### src/rtl/reset_mode_pkg.sv
// Package: reset sequencer constants, mode configuration struct, state record
package reset_mode_pkg;

  localparam int          DATA_W          = 16;
  localparam int          FIRST_CYCLE_DLY = 10;
  localparam logic [3:0]  FIRST_CYCLE_CNT = 4'(FIRST_CYCLE_DLY);
  localparam int          BREAKPOINT_PIN_LOW_MIN    = 2;
  localparam logic [1:0]  BREAKPOINT_PIN_LOW_CNT    = 2'(BREAKPOINT_PIN_LOW_MIN);
  localparam int          MON_TIMEOUT     = 64;
  localparam logic [6:0]  MON_TIMEOUT_CNT = 7'(MON_TIMEOUT);
  localparam int          RST_HOLD        = 16;
  localparam logic [4:0]  RST_HOLD_CNT    = 5'(RST_HOLD);

  // Bit positions of mode select data lines
  localparam int          BOOT_SIZE_BIT   = 0;
  localparam int          ARB_BIT         = 1;
  localparam int          FC_BIT          = 2;
  localparam int          ADDR_LO_BIT     = 3;
  localparam int          ADDR_HI_BIT     = 7;
  localparam int          PORT_E_BIT      = 8;
  localparam int          PORT_F_BIT      = 9;
  localparam int          RSVD_BIT        = 11;

  typedef enum logic [1:0] {
    ST_RESET,
    ST_RELEASE,
    ST_RUN
  } seq_e;

  typedef struct packed {
    logic       boot_16bit;
    logic       cs_to_arbitration;
    logic       cs_to_function_code;
    logic [4:0] cs_to_address;
    logic       general_port_e;
    logic       general_port_f;
    logic       reserved_mode;
    logic       clock_from_synthesizer_oscillator;
    logic       background_enable;
  } mode_cfg_s;

  localparam mode_cfg_s MODE_CFG_RST = '{
    boot_16bit: 1'b1, cs_to_arbitration: 1'b0, cs_to_function_code: 1'b0,
    cs_to_address: 5'h00, general_port_e: 1'b0, general_port_f: 1'b0,
    reserved_mode: 1'b0, clock_from_synthesizer_oscillator: 1'b1,
    background_enable: 1'b0};

  typedef struct packed {
    logic [2:0] pin_sync;
    logic [2:0] clock_source_select_pin_sync;
    logic [2:0] breakpoint_pin_sync;
    logic       pin_req;
    logic       clock_source_select_pin_lvl;
    logic       breakpoint_pin_lvl;
    logic [1:0] breakpoint_pin_low_cnt;
    logic       async_hold;
    logic       sync_hold;
    logic       clk_rst_hold;
    logic [4:0] hold_cnt;
    logic [6:0] mon_cnt;
    logic       mon_abort;
    logic [3:0] first_cnt;
    logic       first_cycle_go;
    logic       pin_reset_drive;
    logic       clock_unit_reset;
    logic       global_logic_reset;
    logic       boot_chip_select;
    mode_cfg_s  cfg;
    seq_e       seq;
  } seq_state_s;

endpackage

### src/rtl/reset_control_mode_latch.sv
// Reset source control, reset output sequencing and reset-time mode latch
`timescale 1ns/100ps

//Contract
// - Identify cause, synchronize, drive three resets
// - Resets clocked; asynchronous ones act immediately
// - Synchronous reset waits for bus cycle end
// - Monitor forced on, terminates stuck cycle
// - Source timing classes; test spares clock reset
// - In-progress internal write completes cleanly
// - Data lines sampled; high default, low alternate
// - Data 0 selects boot port size
// - Data 1, 2 convert chip-select groups
// - Data 7..3 convert chip-selects to address
// - Data 8 low selects port E
// - Data 9 low selects port F
// - Clock mode pin picks clock source
// - Breakpoint pin low enables background mode
// - First bus cycle ten clocks after release
// - Boot chip-select active, vectors from zero
// - Breakpoint low two synchronized clocks needed
module reset_control_mode_latch
  import reset_mode_pkg::*;
#(
  parameter int DW = DATA_W
) (
  input  wire logic          sys_clk,
  input  wire logic          rstn,
  input  wire logic          reset_pin_n,
  input  wire logic          power_up_reset,
  input  wire logic          watchdog_timeout,
  input  wire logic          internal_halt,
  input  wire logic          clock_reference_lost,
  input  wire logic          test_mode_reset,
  input  wire logic          bus_cycle_active,
  input  wire logic          bus_cycle_done,
  input  wire logic [DW-1:0] data_bus_in,
  input  wire logic          clock_source_select_pin,
  input  wire logic          breakpoint_pin,
  output logic               pin_reset_drive,
  output logic               clock_unit_reset,
  output logic               global_logic_reset,
  output logic               bus_monitor_abort,
  output logic               first_bus_cycle_start,
  output logic               boot_chip_select,
  output mode_cfg_s          mode_cfg
);

  logic [1:0] rst_sync_q;
  logic       rst_n;

  // Reset release through two flops; assertion stays asynchronous
  always_ff @(posedge sys_clk or negedge rstn) begin
    if (!rstn) begin
      rst_sync_q <= 2'b00;
    end else begin
      rst_sync_q <= {rst_sync_q[0], 1'b1};
    end
  end
  assign rst_n = rst_sync_q[1];

  function automatic logic agreed(input logic [2:0] s, input logic prev);
    agreed = (s[2] == s[1]) ? s[1] : prev;
  endfunction

  localparam seq_state_s STATE_RST = '{
    pin_sync: 3'h7, clock_source_select_pin_sync: 3'h7, breakpoint_pin_sync: 3'h7,
    pin_req: 1'b0, clock_source_select_pin_lvl: 1'b1, breakpoint_pin_lvl: 1'b1,
    breakpoint_pin_low_cnt: 2'h0, async_hold: 1'b1, sync_hold: 1'b0,
    clk_rst_hold: 1'b1, hold_cnt: 5'h00, mon_cnt: 7'h00,
    mon_abort: 1'b0, first_cnt: 4'h0, first_cycle_go: 1'b0,
    pin_reset_drive: 1'b1, clock_unit_reset: 1'b1,
    global_logic_reset: 1'b1, boot_chip_select: 1'b0,
    cfg: MODE_CFG_RST, seq: ST_RESET};

  seq_state_s s_q;
  seq_state_s s_d;
  logic       async_src;
  logic       sync_src;
  logic       sync_clk_src;
  logic       cycle_end;

  always_comb begin
    s_d = s_q;
    s_d.pin_sync    = {s_q.pin_sync[1:0], ~reset_pin_n};
    s_d.clock_source_select_pin_sync = {s_q.clock_source_select_pin_sync[1:0], clock_source_select_pin};
    s_d.breakpoint_pin_sync   = {s_q.breakpoint_pin_sync[1:0], breakpoint_pin};
    s_d.pin_req     = agreed(s_q.pin_sync, s_q.pin_req);
    s_d.clock_source_select_pin_lvl  = agreed(s_q.clock_source_select_pin_sync, s_q.clock_source_select_pin_lvl);
    s_d.breakpoint_pin_lvl    = agreed(s_q.breakpoint_pin_sync, s_q.breakpoint_pin_lvl);
    // Count clocks the synchronized breakpoint has been low
    if (s_q.breakpoint_pin_lvl) begin
      s_d.breakpoint_pin_low_cnt = 2'h0;
    end else if (s_q.breakpoint_pin_low_cnt != BREAKPOINT_PIN_LOW_CNT) begin
      s_d.breakpoint_pin_low_cnt = s_q.breakpoint_pin_low_cnt + 2'h1;
    end

    async_src    = power_up_reset | watchdog_timeout | internal_halt;
    sync_clk_src = s_q.pin_req | clock_reference_lost;
    sync_src     = sync_clk_src | test_mode_reset;

    // Bus monitor always runs while a synchronous reset is pending
    if (sync_src && bus_cycle_active && !s_q.sync_hold) begin
      s_d.mon_cnt = s_q.mon_cnt + 7'h01;
    end else begin
      s_d.mon_cnt = 7'h00;
    end
    s_d.mon_abort = sync_src && !s_q.sync_hold && bus_cycle_active &&
                    (s_q.mon_cnt == MON_TIMEOUT_CNT - 7'h01);
    // Waiting for cycle end lets an internal write finish intact
    cycle_end = !bus_cycle_active || bus_cycle_done || s_q.mon_abort;

    if (async_src) begin
      s_d.async_hold = 1'b1;
    end
    if (sync_src && cycle_end) begin
      s_d.sync_hold = 1'b1;
    end
    if (async_src || (sync_clk_src && cycle_end)) begin
      s_d.clk_rst_hold = 1'b1;
    end

    s_d.first_cycle_go = 1'b0;
    case (s_q.seq)
      ST_RESET: begin
        s_d.pin_reset_drive    = 1'b1;
        s_d.global_logic_reset = 1'b1;
        // A source arriving mid-sequence must still reach the clock unit
        s_d.clock_unit_reset   = s_q.clk_rst_hold | async_src |
                                 (sync_clk_src && cycle_end);
        s_d.boot_chip_select   = 1'b0;
        if (s_q.hold_cnt != RST_HOLD_CNT) begin
          s_d.hold_cnt = s_q.hold_cnt + 5'h01;
        end
        if (!async_src && !sync_src && s_q.hold_cnt == RST_HOLD_CNT) begin
          // Latch modes on the negation edge
          s_d.cfg.boot_16bit          = data_bus_in[BOOT_SIZE_BIT];
          s_d.cfg.cs_to_arbitration   = ~data_bus_in[ARB_BIT];
          s_d.cfg.cs_to_function_code = ~data_bus_in[FC_BIT];
          s_d.cfg.cs_to_address[4] = ~data_bus_in[ADDR_HI_BIT];
          for (int i = ADDR_HI_BIT - 1; i >= ADDR_LO_BIT; i--) begin
            s_d.cfg.cs_to_address[i-ADDR_LO_BIT] =
              ~data_bus_in[i] | s_d.cfg.cs_to_address[i-ADDR_LO_BIT+1];
          end
          s_d.cfg.general_port_e      = ~data_bus_in[PORT_E_BIT];
          s_d.cfg.general_port_f      = ~data_bus_in[PORT_F_BIT];
          s_d.cfg.reserved_mode       = ~data_bus_in[RSVD_BIT];
          s_d.cfg.clock_from_synthesizer_oscillator = s_q.clock_source_select_pin_lvl;
          s_d.cfg.background_enable   =
            (s_q.breakpoint_pin_low_cnt == BREAKPOINT_PIN_LOW_CNT);
          s_d.pin_reset_drive    = 1'b0;
          s_d.global_logic_reset = 1'b0;
          s_d.clock_unit_reset   = 1'b0;
          s_d.boot_chip_select   = 1'b1;
          s_d.async_hold   = 1'b0;
          s_d.sync_hold    = 1'b0;
          s_d.clk_rst_hold = 1'b0;
          s_d.first_cnt    = 4'h0;
          s_d.seq          = ST_RELEASE;
        end
      end
      ST_RELEASE: begin
        s_d.first_cnt = s_q.first_cnt + 4'h1;
        if (s_q.first_cnt == FIRST_CYCLE_CNT - 4'h1) begin
          s_d.first_cycle_go = 1'b1;
          s_d.seq            = ST_RUN;
        end
      end
      ST_RUN: begin
      end
      default: s_d.seq = ST_RESET;
    endcase

    // A new reset restarts the sequence from either released state
    if (s_q.seq != ST_RESET && (async_src || (sync_src && cycle_end))) begin
      s_d.seq                = ST_RESET;
      s_d.hold_cnt           = 5'h00;
      s_d.pin_reset_drive    = 1'b1;
      s_d.global_logic_reset = 1'b1;
      s_d.clock_unit_reset   = async_src | sync_clk_src;
      s_d.boot_chip_select   = 1'b0;
      s_d.first_cycle_go     = 1'b0;
    end
  end

  always_ff @(posedge sys_clk or negedge rst_n) begin
    if (!rst_n) begin
      s_q <= STATE_RST;
    end else begin
      s_q <= s_d;
    end
  end

  assign pin_reset_drive       = s_q.pin_reset_drive;
  assign clock_unit_reset      = s_q.clock_unit_reset;
  assign global_logic_reset    = s_q.global_logic_reset;
  assign bus_monitor_abort     = s_q.mon_abort;
  assign first_bus_cycle_start = s_q.first_cycle_go;
  assign boot_chip_select      = s_q.boot_chip_select;
  assign mode_cfg              = s_q.cfg;

  // A new reset inside the count legally cancels the start
  property p_first_cycle;
    @(posedge sys_clk) disable iff (!rst_n || global_logic_reset)
    $fell(global_logic_reset) |-> ##10 first_bus_cycle_start;
  endproperty
  a_first_cycle: assert property (p_first_cycle)
    else $error("first bus cycle not ten clocks after release");

  property p_three_resets;
    @(posedge sys_clk) disable iff (!rst_n)
    global_logic_reset == pin_reset_drive;
  endproperty
  a_three_resets: assert property (p_three_resets)
    else $error("master and pin resets disagree");

  property p_async;
    @(posedge sys_clk) disable iff (!rst_n)
    watchdog_timeout |=> global_logic_reset && clock_unit_reset;
  endproperty
  a_async: assert property (p_async)
    else $error("asynchronous reset not immediate");

  property p_wait_cycle;
    @(posedge sys_clk) disable iff (!rst_n)
    (!global_logic_reset && sync_src && bus_cycle_active &&
     !bus_cycle_done && !bus_monitor_abort && !async_src) |=>
      !global_logic_reset;
  endproperty
  a_wait_cycle: assert property (p_wait_cycle)
    else $error("synchronous reset cut a bus cycle");

  property p_test_spares_clock;
    @(posedge sys_clk) disable iff (!rst_n)
    (!global_logic_reset && test_mode_reset && !async_src &&
     !sync_clk_src && !bus_cycle_active) |=>
      global_logic_reset && !clock_unit_reset;
  endproperty
  a_test_spares_clock: assert property (p_test_spares_clock)
    else $error("test reset drove clock unit reset");

  property p_monitor;
    @(posedge sys_clk) disable iff (!rst_n)
    bus_monitor_abort |=> global_logic_reset;
  endproperty
  a_monitor: assert property (p_monitor)
    else $error("monitor abort did not start reset");

  property p_boot_cs;
    @(posedge sys_clk) disable iff (!rst_n)
    $fell(global_logic_reset) |-> boot_chip_select;
  endproperty
  a_boot_cs: assert property (p_boot_cs)
    else $error("boot chip select not active at release");

  property p_cfg_hold;
    @(posedge sys_clk) disable iff (!rst_n)
    (!global_logic_reset && !$rose(global_logic_reset)) |=>
      ($stable(mode_cfg) || $fell(global_logic_reset));
  endproperty
  a_cfg_hold: assert property (p_cfg_hold)
    else $error("mode configuration changed outside reset");

  property p_addr_chain;
    @(posedge sys_clk) disable iff (!rst_n)
    mode_cfg.cs_to_address[4] |-> &mode_cfg.cs_to_address;
  endproperty
  a_addr_chain: assert property (p_addr_chain)
    else $error("address conversion chain broken");

  property p_abort_pulse;
    @(posedge sys_clk) disable iff (!rst_n)
    bus_monitor_abort |=> !bus_monitor_abort;
  endproperty
  a_abort_pulse: assert property (p_abort_pulse)
    else $error("monitor abort longer than one cycle");

  property p_abort_sync;
    @(posedge sys_clk) disable iff (!rst_n)
    bus_monitor_abort |-> $past(sync_src);
  endproperty
  a_abort_sync: assert property (p_abort_sync)
    else $error("monitor abort without synchronous source");

  property p_start_pulse;
    @(posedge sys_clk) disable iff (!rst_n)
    first_bus_cycle_start |=> !first_bus_cycle_start;
  endproperty
  a_start_pulse: assert property (p_start_pulse)
    else $error("first cycle start longer than one cycle");

  property p_start_not_in_reset;
    @(posedge sys_clk) disable iff (!rst_n)
    global_logic_reset |-> !first_bus_cycle_start;
  endproperty
  a_start_not_in_reset: assert property (p_start_not_in_reset)
    else $error("first cycle start during reset");

  property p_boot_off_in_reset;
    @(posedge sys_clk) disable iff (!rst_n)
    global_logic_reset |-> !boot_chip_select;
  endproperty
  a_boot_off_in_reset: assert property (p_boot_off_in_reset)
    else $error("boot chip select active during reset");

  property p_async_all;
    @(posedge sys_clk) disable iff (!rst_n)
    async_src |=> global_logic_reset && clock_unit_reset && pin_reset_drive;
  endproperty
  a_async_all: assert property (p_async_all)
    else $error("asynchronous source missed a reset output");

  property p_clock_lost;
    @(posedge sys_clk) disable iff (!rst_n)
    (!global_logic_reset && clock_reference_lost &&
     (!bus_cycle_active || bus_cycle_done)) |=>
      global_logic_reset && clock_unit_reset;
  endproperty
  a_clock_lost: assert property (p_clock_lost)
    else $error("clock loss did not reset the clock unit");

  property p_hold_min;
    @(posedge sys_clk) disable iff (!rst_n)
    $rose(global_logic_reset) |-> global_logic_reset[*8];
  endproperty
  a_hold_min: assert property (p_hold_min)
    else $error("reset released too early");

  property p_release_together;
    @(posedge sys_clk) disable iff (!rst_n)
    $fell(global_logic_reset) |-> !pin_reset_drive && !clock_unit_reset;
  endproperty
  a_release_together: assert property (p_release_together)
    else $error("reset outputs did not negate together");

  // Background mode needs two synchronized low clocks before release
  property p_breakpoint_pin_low;
    @(posedge sys_clk) disable iff (!rst_n)
    ($fell(global_logic_reset) && mode_cfg.background_enable) |->
      (!$past(s_q.breakpoint_pin_lvl, 2) && !$past(s_q.breakpoint_pin_lvl, 3));
  endproperty
  a_breakpoint_pin_low: assert property (p_breakpoint_pin_low)
    else $error("background mode enabled without two low clocks");

endmodule // reset_control_mode_latch

### config.mk
export PLATFORM = sky130hd
export DESIGN_NAME = reset_control_mode_latch
export DESIGN_NICKNAME = d
export VERILOG_FILES = /design/src/rtl/reset_mode_pkg.sv /design/src/rtl/reset_control_mode_latch.sv
export SDC_FILE = /design/constraint.sdc
export NUM_CORES = 1
export LEC_CHECK = 0
export ABC_CLOCK_PERIOD_IN_PS = 2000
export BUFFER_PORTS_ARGS = -buffer_cell sky130_fd_sc_hd__buf_2
export CAP_MARGIN = 10
export CORE_MARGIN = 2
export CORE_UTILIZATION = 54
export CTS_CLUSTER_SIZE = 12
export DETAILED_ROUTE_END_ITERATION = 10
export PLACE_DENSITY = 0.76
export SYNTH_ARGS = -nofsm -noshare
export SYNTH_HDL_FRONTEND = slang
export SYNTH_SLANG_ARGS = --single-unit
### constraint.sdc
create_clock -name sys_clk -period 2 [get_ports sys_clk]
set_clock_uncertainty 0.05 [all_clocks]
set_input_delay 0.1 -clock sys_clk [delete_from_list [all_inputs] [get_ports sys_clk]]
set_output_delay 0.1 -clock sys_clk [all_outputs]
set_load 0.1 [all_outputs]
==> Word level (Yosys, flattened, before mapping) <==
Index checks and enable logic that the tools add are counted.
{ "classes": {"add_sub_neg": 4, "n_mul": 0, "div": 0, "n_lt_le_gt_ge": 0, "n_eq_ne": 15, "shift": 0, "n_mux": 20, "n_bitwise": 22, "n_reduce_logical": 28} }
{ "op_table": {"columns": ["operator", "n"], "rows": [
  ["$mux W19", 1],
  ["$mux W17", 1],
  ["$mux W5", 3],
  ["$not A1 Y1", 11],
  ["$or A1 B1 Y1", 11],
  ["$logic_and A1 B1 Y1", 10],
  ["$reduce_bool A2 Y1", 5],
  ["$mux W2", 4],
  ["$mux W8", 1],
  ["$pmux W4 S2", 1],
  ["$add A7 B1 Y7 const B", 1],
  ["$eq A7 B6 Y1 const B", 1],
  ["$mux W7", 1],
  ["$ne A2 B2 Y1 const B", 3],
  ["$ne A3 B3 Y1 const B", 2],
  ["$pmux W2 S3", 1],
  ["$reduce_and A2 Y1", 3],
  ["$add A5 B1 Y5 const B", 1],
  ["$eq A5 B5 Y1 const B", 1],
  ["$mux W1", 5],
  ["$ne A5 B5 Y1 const B", 1],
  ["$add A4 B1 Y4 const B", 1],
  ["$eq A2 B2 Y1 const B", 2],
  ["$eq A4 B4 Y1 const B", 1],
  ["9 further kinds", 17]
]} }
{ "totals": {"regBits": 56, "latch_bits": 0, "ram_bits": 0, "romBits": 0, "input_bits": 28, "out_inout_bits": 19, "word_cells": 119, "mem_count": 0} }

==> Depth between registers and ports, before layout <==
Gate-level depths: netlist of run 1.
{ "logic_depth": {"ltp_word": 9, "ltp_mapped": 6, "ltp_nobuf": 5} }

==> Worst setup path after synthesis of run 1 <==
Ideal clock, no wire load.
{ "synth_path": {"kind": "register to register", "startpoint": "register s_q (netlist bit bus_monitor_abort)", "endpoint": "register s_q[34] (netlist bit)", "setup_ps": 143, "arrival_ps": 1630, "t_required_ps": 1807, "setup_slack_ps": 177, "path_stages_with_launch": 4, "n_path_buf": 0, "synth_period_minus_slack_ps": 1823, "cell_sequence": "dfrtp_1 nor3b_1 o211ai_1 o221ai_1"} }
{ "synth_between": {"elab_chain_cells": 6, "word_cells_on_any_way": 8, "classes_between": "mux: 1; reduce/logical: 7"} }
{ "synth_lines": {"columns": ["item", "line_no", "rtl"], "rows": [
  ["start, declared", "reset_control_mode_latch.sv:76", "seq_state_s s_q;"],
  ["start signal, assigned", "reset_control_mode_latch.sv:188", "s_q <= STATE_RST;"],
  ["start signal, assigned", "reset_control_mode_latch.sv:190", "s_q <= s_d;"],
  ["$logic_or A1 B1 Y1 (*)", "reset_control_mode_latch.sv:111", "cycle_end = !bus_cycle_active || bus_cycle_done || s_q.mon_abort;"],
  ["$logic_and A1 B1 Y1 (*)", "reset_control_mode_latch.sv:175", "if (s_q.seq != ST_RESET && (async_src || (sync_src && cycle_end))) begin"],
  ["$logic_or A1 B1 Y1 (*)", "reset_control_mode_latch.sv:175", null],
  ["$logic_and A1 B1 Y1 (*)", "reset_control_mode_latch.sv:175", null],
  ["$reduce_bool A2 Y1 (no line)", null, null],
  ["$reduce_and A2 Y1 (no line)", null, null]
]} }
Mark *: on every way between the ends. The rest lies on a longest branch, timed or not.
A chain may end at the register's enable or synchronous reset.

==> Worst setup path after layout of run 1 <==
{ "layout_path": {"startpoint": "register s_q[33] (netlist bit)", "endpoint": "register s_q (netlist bit mode_cfg[4])"} }
{ "layout_between": {"elab_chain_cells": 3} }
{ "layout_lines": {"columns": ["item", "line_no", "rtl"], "rows": [
  ["$eq A5 B5 Y1", "reset_control_mode_latch.sv:135", "if (!async_src && !sync_src && s_q.hold_cnt == RST_HOLD_CNT) begin"],
  ["$logic_and A1 B1 Y1", "reset_control_mode_latch.sv:135", null],
  ["$reduce_and A2 Y1 (no line)", null, null]
]} }
Every way passes these cells.

==> results of run 1 <==
power by group through the flow:
| stage | Combinational (mW) | Sequential [mW] | Clock (mW) |
|---|---|---|---|
| 2_1_floorplan | 0.480 | 1.35 | 0 |
| 3_3_place_gp | 0.556 | 1.36 | 0 |
| 3_5_place_dp | 0.581 | 1.37 | 0 |
| 4_1_cts | 0.599 | 1.35 | 0.768 |
| 5_1_grt | 0.664 | 1.37 | 0.817 |
| 6_report | 0.599 | 1.35 | 0.751 |
layer usage:
metal  up-vias  share of wire [%]  global-route usage (%)
met1       755                 45                   24.19
li1        792                  -                       -
met2        30                 49                   26.90
met3         8                3.8                   4.986
met4         0                2.1                   7.547
met5         -                  0                       0
synthesized netlist by cell type, types with 2 or more instances:
cell type	instances	area, µm²
dfrtp_1	38	950.9
mux2i_1	9	90.09
nand3_1	9	45.04
o21ai_0	7	35.03
dfstp_2	16	420.4
a21oi_1	7	35.03
o221ai_1	3	26.28
nand2_1	9	33.78
nor2b_1	2	12.51
nand4_1	2	12.51
o21a_1	3	22.52
o211ai_1	2	15.01
buf_4	14	105.1
xnor2_1	2	17.52
maj3_1	3	30.03
o31ai_1	2	15.01
nor3_2	3	30.03
nor3b_1	2	15.01
or3_1	5	31.28
nor2_1	13	48.80
inv_1	20	75.07
mux2_2	7	78.83
a21boi_0	2	15.01
ha_1	6	75.07
xor2_1	3	26.28
cell type report:
cell class / instances / area [µm²]
clock inverters: 3 / 47.55
fillers: 339 / 1495
flip-flops and latches: 54 / 1373
clock buffers: 5 / 68.82
repair buffers: 55 / 350.3
multi-input cells: 117 / 849.6
well taps: 52 / 65.06
inverters: 20 / 75.07
flip-flops by register name, indices dropped and copies added, names as in the netlist:
signal and flops:
rst_sync_q 2, mode_cfg 13, s_d 6, pin_reset_drive 1, boot_chip_select 1, clock_unit_reset 1, bus_monitor_abort 1, s_q 28
first_bus_cycle_start 1
cells by family (layout without fill, tap and decap cells):
kind of cell	after synthesis	count (layout)
and+or+nand+nor	56	56
DFF	54	54
buffers and inverters	37	83
AOI/OAI and AO/OA	30	30
muxes	16	16
adders and majority gates	9	9
xor gates and xnor gates	5	5
other	1	1
critical path: stages (launching register included):
cell and delay, ps:
dfrtp_1 420, inv_1 100, ha_1 150, and4bb_2 280, nand4_4 230, buf_4 280, mux2i_1 210
per-stage QoR:
stage               hold slack, ps  area, µm²  utilization, %  cells
floorplan                   -245.6       2421               -    208
global route                 17.08       2829           65.42    306
detailed placement          -159.6       2603           60.19    287
finish                       34.95       2829           65.42    306
CTS                          25.28       2829           65.42    306
global placement            -162.6       2603           60.19    287
worst max path at each step:
stage / start / end / slack, ps / cells past startpoint
finish: s_q[33] / mode_cfg[4] / 180 / 6
global route: s_q[33] / mode_cfg[4] / 40 / 6
CTS: s_q[33] / s_q[22] / 200 / 5
detailed placement: s_q[33] / s_q[22] / 230 / 5
global placement: s_q[32] / s_q[22] / 240 / 5
floorplan: bus_monitor_abort / s_q[34] / 180 / 3
==> metrics.md, run 1 <==
| Metric | Value |
|---|---|
| First-pass GRT wire length | `6893 µm` |
| Slew @ Worst Pin | `~570 ps` |
| Clock Sinks | `54` |
| Int Pwr | `between 1.5 and 2 mW` |
| H-Tree Depth | `2` |
| Post-synthesis sequential area ratio | `between 50% and 60%` |
| Post-synth ARST share | `100.0%` |
| Vias post-DR | `~1.6k` |
| FF+latch count, synth | `54` |
| Internal reg-to-reg setup slack | `between 150 and 200 ps` |
| Status | `complete, no violations` |
| Via/cell ratio | `between 5 and 6` |
| Worst-Skew Late Latency | `a little over 300 ps` |
| Part of the cycle the worst path needs | `90.97%` |
| Dpl ws | `around 230 ps` |
| Proportion of power drawn by combinational gates | `~22%` |
| Final hold violations | `0` |
| Slew HR | `roughly three fifths` |
| Design Power | `between 2 and 3 mW` |
| Post-Synth Simple-Gate Area | `around 14%` |
| Chip width | `between 70 and 80 µm` |
| Synthesized instance count | `around 210` |
| Inserted Clock Buffers | `5` |
| R2R depth | `6` |
| CTS Buffer Depth | `2` |
| Total Die Area | `approximately 5000 µm²` |
| Post-route DRC violation count | `0` |
| Syn. warnings | `0` |
| CP Class | `reg -> reg` |
| Post-synth EDFFs | `0` |
| CTS tree | `built` |
| Final nets | `around 290` |
| Resized cells post-CTS | `0` |
| Reg2reg end | `mode_cfg[4]` |
| Crit-path max FO | `10` |
| Hold-fix buffers, CTS | `11` |
| Initial antenna violation count | `0` |
| Drt wl/cell | `about 13 µm` |
| Hold path cells | `4` |
| Unrepaired setup endpoints after global routing | `no` |
| Final setup vio count | `0` |
| WL final | `a little over 4000 µm` |
| Number of global-route vias before repair | `~1.5k` |
| Worst path arrival time | `around 2000 ps` |
| Synthesized area | `roughly 2400 µm²` |
| WHS Endpoint | `mode_cfg[5]` |
| Total GRT Usage | `around 18%` |
| CP Capture Type | `flip-flop` |
| Final RePlAce weighted congestion | `~0.8` |
| Core box area | `approximately 4300 µm²` |
| IO Count | `47` |
| Largest net degree at the start of global routing | `47` |
| HP Start | `data_bus_in[3]` |
| Switching power | `0.8449 mW` |
| FF-to-FF Start | `s_q[33]` |
| Unique masters post-synth | `44` |
| XOR/XNOR Fraction of Synth Area | `1.809%` |
| Highest Clock Rate | `between 0.5 and 0.6 GHz` |
| Row count | `24` |
| Worst min path class | `in -> reg` |
| Fraction of layout cells with a size suffix above 1 | `between 30% and 40%` |
| Slew Limit Fails | `0` |
| Avg Inst Size Synth | `11.64 µm²` |
| Pre-Repair DR Iteration Count | `4` |
| Startpoint types | `flip-flop` |
| Final min period | `approximately 1800 ps` |
| Ys flop type | `dfrtp_1` |
| Starting Density | `55.99%` |
| Initial DRC count | `around 120` |
| PortBufs | `41` |
| Post-synthesis adder-cell area fraction | `~4.3%` |
| TNS Setup | `0 ps` |
| Mux contribution to synthesized area | `6.977%` |
| Switching share of total power | `31.31%` |
| Clock share of power | `between 20 and 30%` |
| Mapped Nets | `around 240` |
| Commonest non-fill, non-tap cell in the layout | `buf_2` |
| Setup Buffers After CTS | `0` |
| ANT cells | `0` |
| HPWL Detailed | `about 2800 µm` |
| Total gr overflow | `0` |
| Power density over the cells | `953.9 nW/µm²` |
| Peak VDD IR | `0.6908 mV` |
| Final worst slack | `around 180 ps` |
| Antenna-violating nets left | `0` |
| Worst EP required | `2170 ps` |
| Largest family of logic cells by synthesized area | `simple AND/OR/NAND/NOR gates` |
| CTS root buf | `clkbuf_8` |
| Layout area overhead | `16.85%` |
| Seq pwr share | `between 50% and 60%` |
| Clock transition at the registers of the reported paths | `around 100 ps` |
| Max cap viols | `0` |
| Leakage power | `1.385 nW` |
| Most frequent cells in the layout | `buf_2, dfrtp_1, inv_1` |
| Die height | `about 70 µm` |
| Complex-gate fraction of the synthesized area | `7.959%` |
Power figures use the tool's default switching activity.
==> run 2: changes to the inputs <==
Settings changed: ABC_AREA set to 1, ABC_CLOCK_PERIOD_IN_PS 2000 to 1740.
Clock period 2 ns to 1.74 ns, I/O delays scaled along.
==> run 2 against run 1 <==
Setup slack lost 63 ps. Area after synthesis shrank 1.3%. Global-route usage grew 0.90 points. Via count grew 8.0%. Die area shrank 1.3%. First-iteration DRC count shrank 30%. Cell count grew 15%. Non-clock buffer count grew 4. Wire length grew 1.9%. Worst hold slack lost 21 ps.
==> metrics.md, run 2 <==
| Metric | Value |
|---|---|
| Status | `complete, no violations` |
| Switching share of total power | `between 30% and 40%` |
| CTS root buf | `clkbuf_8` |
| Seq pwr share | `49.1%` |
| Final nets | `between 300 and 400` |
| HPWL Detailed | `~3000 µm` |
| Top-count cell post-synth | `nand2_1` |
| WP buf/inv | `3` |
| Starting Density | `55.62%` |
| Most Frequent Cell on Critical Path | `buf_4` |
| H-Tree Depth | `2` |
| Startpoint types | `flip-flop` |
| Fraction of layout cells with a size suffix above 1 | `28.43%` |
| Total GRT Usage | `18.65%` |
| Core box area | `approximately 4300 µm²` |
| Avg Inst Size Synth | `roughly 9.7 µm²` |
| FF-to-FF Start | `s_q[32]` |
| Drt wl/cell | `roughly 12 µm` |
| CP Capture Point | `mode_cfg[7]` |
| Mapped Nets | `280` |
| Pre-Repair DR Iteration Count | `4` |
| PortBufs | `41` |
| Worst-Skew Late Latency | `roughly 300 ps` |
| Logic depth of the worst path, buffers included | `8` |
| Layout area overhead | `18.02%` |
| Share of Yosys cell area claimed by the top area cell type | `between 30% and 40%` |
| Clock Sinks | `54` |
| Slew Limit Fails | `0` |
| Part of the cycle the worst path needs | `93.23%` |
| Syn. warnings | `0` |
| Chip width | `roughly 71 µm` |
| Final setup vio count | `0` |
| Critical path startpoint | `s_q[32]` |
| First-pass GRT wire length | `between 7000 and 8000 µm` |
| Post-synthesis sequential area ratio | `between 50% and 60%` |
| Reg2reg end | `mode_cfg[7]` |
| Top delay family on crit path | `flip-flops` |
| Worst EP required | `1930 ps` |
| Largest net degree at the start of global routing | `28` |
| Peak VDD IR | `0.6122 mV` |
| Post-route DRC violation count | `0` |
| Post-synth EDFFs | `0` |
| Internal reg-to-reg setup slack | `roughly 120 ps` |
| Final RePlAce weighted congestion | `between 0.8 and 0.9` |
| Synthesized instance count | `roughly 250` |
| Int Pwr | `2.099 mW` |
| FF+latch count, synth | `54` |
| Clock share of power | `between 10% and 20%` |
| Max reg flops | `28` |
| Leakage power | `between 1 and 1.5 nW` |
| Worst path arrival time | `1810 ps` |
| Final min period | `1622 ps` |
| Unrepaired setup endpoints after global routing | `no` |
| Power density over the cells | `about 1200 nW/µm²` |
| Unique masters post-synth | `31` |
| Proportion of power drawn by combinational gates | `32.0%` |
| Synthesized area | `about 2400 µm²` |
| Final hold violations | `0` |
| Initial antenna violation count | `0` |
| CTS tree | `built` |
| Switching power | `approximately 1.3 mW` |
| Number of global-route vias before repair | `1713` |
| Worst hold slack | `about 14 ps` |
| Largest Register | `s_q` |
| Clock transition at the registers of the reported paths | `approximately 90 ps` |
| Inserted Clock Buffers | `5` |
| R2R depth | `8` |
| Most frequent cells in the layout | `nand2_1, buf_2, dfrtp_1` |
| Vias post-DR | `around 1.7k` |
| Total gr overflow | `0` |
| Post-synth ARST share | `100.0%` |
| CTS Buffer Depth | `2` |
| Commonest non-fill, non-tap cell in the layout | `nand2_1` |
| WL final | `between 4000 and 5000 µm` |
| Crit path max-delay cell type | `dfrtp_1` |
| Antenna-violating nets left | `0` |
| Die height | `70.51 µm` |
| Crit-path cells | `inv_1 -> ha_1 -> nand2_1 -> nor3_4 -> buf_4 -> nand3_4 -> buf_4 -> o21ai_2` |
| Highest Clock Rate | `about 0.62 GHz` |
| CP Capture Type | `flip-flop` |
| CP peak stage delay | `approximately 440 ps` |
| Crit-path max FO | `10` |
| Row count | `24` |
| Max cap viols | `0` |
| Total Die Area | `between 4000 and 5000 µm²` |
| ANT cells | `0` |
| TNS Setup | `0 ps` |
| Design Power | `approximately 3.4 mW` |
| Via/cell ratio | `~4.9` |
| Area contributors post-synth | `dfrtp_1, dfstp_2, nand2_1` |
| Ys flop type | `dfrtp_1` |
| Initial DRC count | `85` |
| Top cells by count, synth | `nand2_1, dfrtp_1, inv_1` |
| CP Class | `reg -> reg` |
| Post-synth top area cell | `dfrtp_1` |
| Worst min path class | `in -> reg` |
| IO Count | `47` |
[run 2: repair_timing]
action / 4_1_cts / 5_1_grt
endpoints found under the setup margin: 0 / 11
hold endpoints to repair: 13 / 0
buffers inserted: 0 / 4
gates resized for setup: 0 / 2
hold buffers: 12 / 0
[run 2: logic make-up (layout without fill, tap and decap cells)]
family          after synthesis  after routing  share of synthesized area [%]
xor+xnor                      2              2                         0.7335
flops                        54             54                          57.41
fa+ha+maj                     9              9                          4.400
compound gates               22             22                          5.448
other cells                   1              1                         0.1570
simple gates                114            115                          22.42
buf+inv                      44             96                          9.429
[run 2: how the worst min path moves through the flow]
stage | startpoint | to | slack [ps] | depth (start not counted)
finish | data_bus_in[6] | mode_cfg[8] | 10 | 4
floorplan | rstn | rst_sync_q[0] | -260 | 0
detailed placement | rstn | rst_sync_q[0] | -180 | 1
global placement | rstn | rst_sync_q[0] | -180 | 1
CTS | data_bus_in[6] | mode_cfg[8] | 7 | 4
global route | data_bus_in[6] | mode_cfg[8] | 40 | 4
[run 2: power groups by stage]
stage / Combinational, mW / Clock, mW / Sequential (mW)
final: 1.10 / 0.648 / 1.69
after global routing: 1.23 / 0.716 / 1.72
after CTS: 1.09 / 0.673 / 1.69
after detailed placement: 1.07 / 0 / 1.71
after global placement: 1.02 / 0 / 1.69
after floorplan: 0.835 / 0 / 1.76
[run 2: tightest hold or removal path, delay by kind of cell]
kind,cells,cell delay (ps)
and+or+nand+nor,3,160
buffers and inverters,1,90
[run 2: layout make-up]
cell class	instances	area [µm²]
flip-flops and latches	54	1373
multi-input cells	149	809.5
fillers	331	1475
inverters	29	108.9
repair buffers	59	382.9
clock buffers	8	80.08
well taps	52	65.06
[run 2: through the flow]
step           utilization, %  worst slack, ps  cell area (µm²)  std cells
4_1_cts                 64.54            81.53             2771        346
5_1_grt                 65.65            3.006             2819        351
3_5_place_dp            59.88            118.8             2571        326
2_1_floorplan               -            35.53             2389        246
6_report                65.65            117.7             2819        351
3_3_place_gp            59.88            165.2             2571        326
[run 2: routing by layer]
layer	part of all wire, %	global-route usage, %
met5	0	0
met3	5.9	4.618
met2	46	30.82
met4	1.1	5.556
met1	46	24.54
==> run 3: changes to the inputs <==
Settings changed: ABC_AREA 1 to not set.
==> run 3 against run 2 <==
Worst hold slack better by 2.2 ps. Maximum frequency fell by 1.7%. Cell count decreased by 11%. Register-to-register slack got worse by 30 ps. Cell area increased by 2.1%. Utilization rose by 0.93 points. Die area grew 1.3%. Sequential cell count unchanged. Largest cell class unchanged. Via count fell by 6.1%. Wire length shrank 3.6%. Critical endpoint is now mode_cfg[0]. Sequential power fell by 9%. Critical path depth is 2 lower.
==> metrics.md, run 3 (synthesis results as in run 1) <==
| Metric | Value |
|---|---|
| M2 GR Usage | `between 20% and 30%` |
| Final min period | `roughly 1600 ps` |
| Max cap viols | `0` |
| Met3 usage | `3.276%` |
| CP Class | `reg -> reg` |
| CTS root buf | `clkbuf_8` |
| Fin util | `between 60% and 70%` |
| Final nets | `293` |
| Total gr overflow | `0` |
| Slew Limit Fails | `0` |
| Internal reg-to-reg setup slack | `90 ps` |
| H-Tree Depth | `2` |
| Final instance area | `roughly 2900 µm²` |
| Pre-Repair DR Iteration Count | `4` |
| Hold path cells | `4` |
| First-pass GRT wire length | `around 6900 µm` |
| Final RePlAce weighted congestion | `~0.78` |
| Layout area overhead | `18.91%` |
| Max reg flops | `28` |
| Fraction of layout cells with a size suffix above 1 | `between 30 and 40%` |
| Chip width | `70.96 µm` |
| GR Util met1 | `a little under a quarter` |
| Worst-Skew Late Latency | `310 ps` |
| Via/cell ratio | `5.151` |
| Drt wl/cell | `12.79 µm` |
| Total Die Area | `just over 5000 µm²` |
| Power density over the cells | `approximately 1000 nW/µm²` |
| Reg2reg end | `mode_cfg[0]` |
| Number of global-route vias before repair | `1587` |
| FF-to-FF Start | `s_q[32]` |
| Worst path arrival time | `~1800 ps` |
| WL final | `3991 µm` |
| Post-Place Cell Area | `2634 µm²` |
| Initial DRC count | `54` |
| Final setup vio count | `0` |
| Finished Layout Cells | `around 310` |
| Cells after DPL | `roughly 290` |
| Crit-path max FO | `10` |
| Highest Clock Rate | `0.6063 GHz` |
| Clock transition at the registers of the reported paths | `100 ps` |
| CTS tree | `built` |
| Vias post-DR | `between 1.5k and 2k` |
| Peak VDD IR | `between 0.6 and 0.7 mV` |
| Post-route DRC violation count | `0` |
| Commonest non-fill, non-tap cell in the layout | `buf_2` |
| IO Count | `47` |
| HPWL Detailed | `around 2800 µm` |
| CP Capture Point | `mode_cfg[0]` |
| Part of the cycle the worst path needs | `94.80%` |
| Total GRT Usage | `17.41%` |
| Slew @ Worst Pin | `between 600 and 700 ps` |
| CP Capture Type | `flip-flop` |
| Status | `complete, no violations` |
| ANT cells | `0` |
| Inserted Clock Buffers | `5` |
| Largest Register | `s_q` |
| CTS Buffer Depth | `2` |
| Clock Sinks | `54` |
| Starting Density | `55.99%` |
| Area of the multi-input gates | `859.6 µm²` |
| Die height | `between 70 and 80 µm` |
| Initial antenna violation count | `0` |
| Fill cell count | `around 350` |
| Grt peak-use layer | `met2` |
| Final hold violations | `0` |
| Startpoint types | `flip-flop` |
| PortBufs | `roughly 40` |
| HP Start | `data_bus_in[3]` |
| Antenna-violating nets left | `0` |
| R2R depth | `6` |
| Design Power | `~3.0 mW` |
| Worst hold slack | `about 16 ps` |
| Core box area | `around 4300 µm²` |
| Largest net degree at the start of global routing | `42` |
| Worst min path class | `in -> reg` |
| Most frequent cells in the layout | `buf_2, dfrtp_1, inv_1` |
| Row count | `24` |
| Leakage power | `roughly 1.4 nW` |
| Slew HR | `58.33%` |
| Worst EP required | `around 1900 ps` |
| Critical path startpoint | `s_q[32]` |
| FF+latch area | `approximately 1400 µm²` |
## run 3: final cells by class
type                            instances  share of cell area, %
Clock buffer                            5                  2.390
Clock inverter                          3                 0.9996
Inverter                               20                  2.608
Multi-Input combinational cell        117                  29.86
Sequential cell                        54                  47.72
Tap cell                               52                  2.260
Timing Repair Buffer                   61                  14.17
## run 3: per-stage QoR
stage | TNS (ps) | worst slack [ps]
after detailed placement | 0 | 1.316
after CTS | 0 | 24.77
after floorplan | -14.16 | -14.16
after global routing | -10.78 | -7.968
after global placement | 0 | 22.61
final | 0 | 90.52
## run 3: worst min-delay path by stage
stage / end / slack, ps
after global routing: rst_sync_q[0] / 30
after floorplan: rst_sync_q[0] / -260
final: mode_cfg[5] / 20
after global placement: rst_sync_q[0] / -170
after detailed placement: rst_sync_q[0] / -170
after CTS: mode_cfg[5] / 6
## run 3: critical path, stage by stage (launching register included)
cell and delay, ps:
dfrtp_1 390, inv_1 70, ha_1 160, and4bb_2 290, nand4_4 130, buf_12 180
mux2_2 260
## run 3: timing repair
action | 4_1_cts | 5_1_grt
endpoints found under the setup margin | 2 | 4
setup buffers | 2 | 0
hold buffers | 11 | 0
resized for setup | 1 | 1
hold endpoints to repair | 12 | 0
pin swaps | 1 | 3
## run 3: power by group
| group | internal (mW) | switching (mW) | leakage (nW) |
|---|---|---|---|
| Clock | 0.301 | 0.423 | 0.0506 |
| Combinational | 0.315 | 0.422 | 0.770 |
| Sequential | 1.42 | 0.128 | 0.615 |
| Total | 2.03 | 0.974 | 1.44 |
## run 3: routing by layer
metal	up-vias	part of all wire, %
met5	-	0
met4	0	1.7
met3	7	2.9
met2	20	49
met1	777	46
li1	803	-
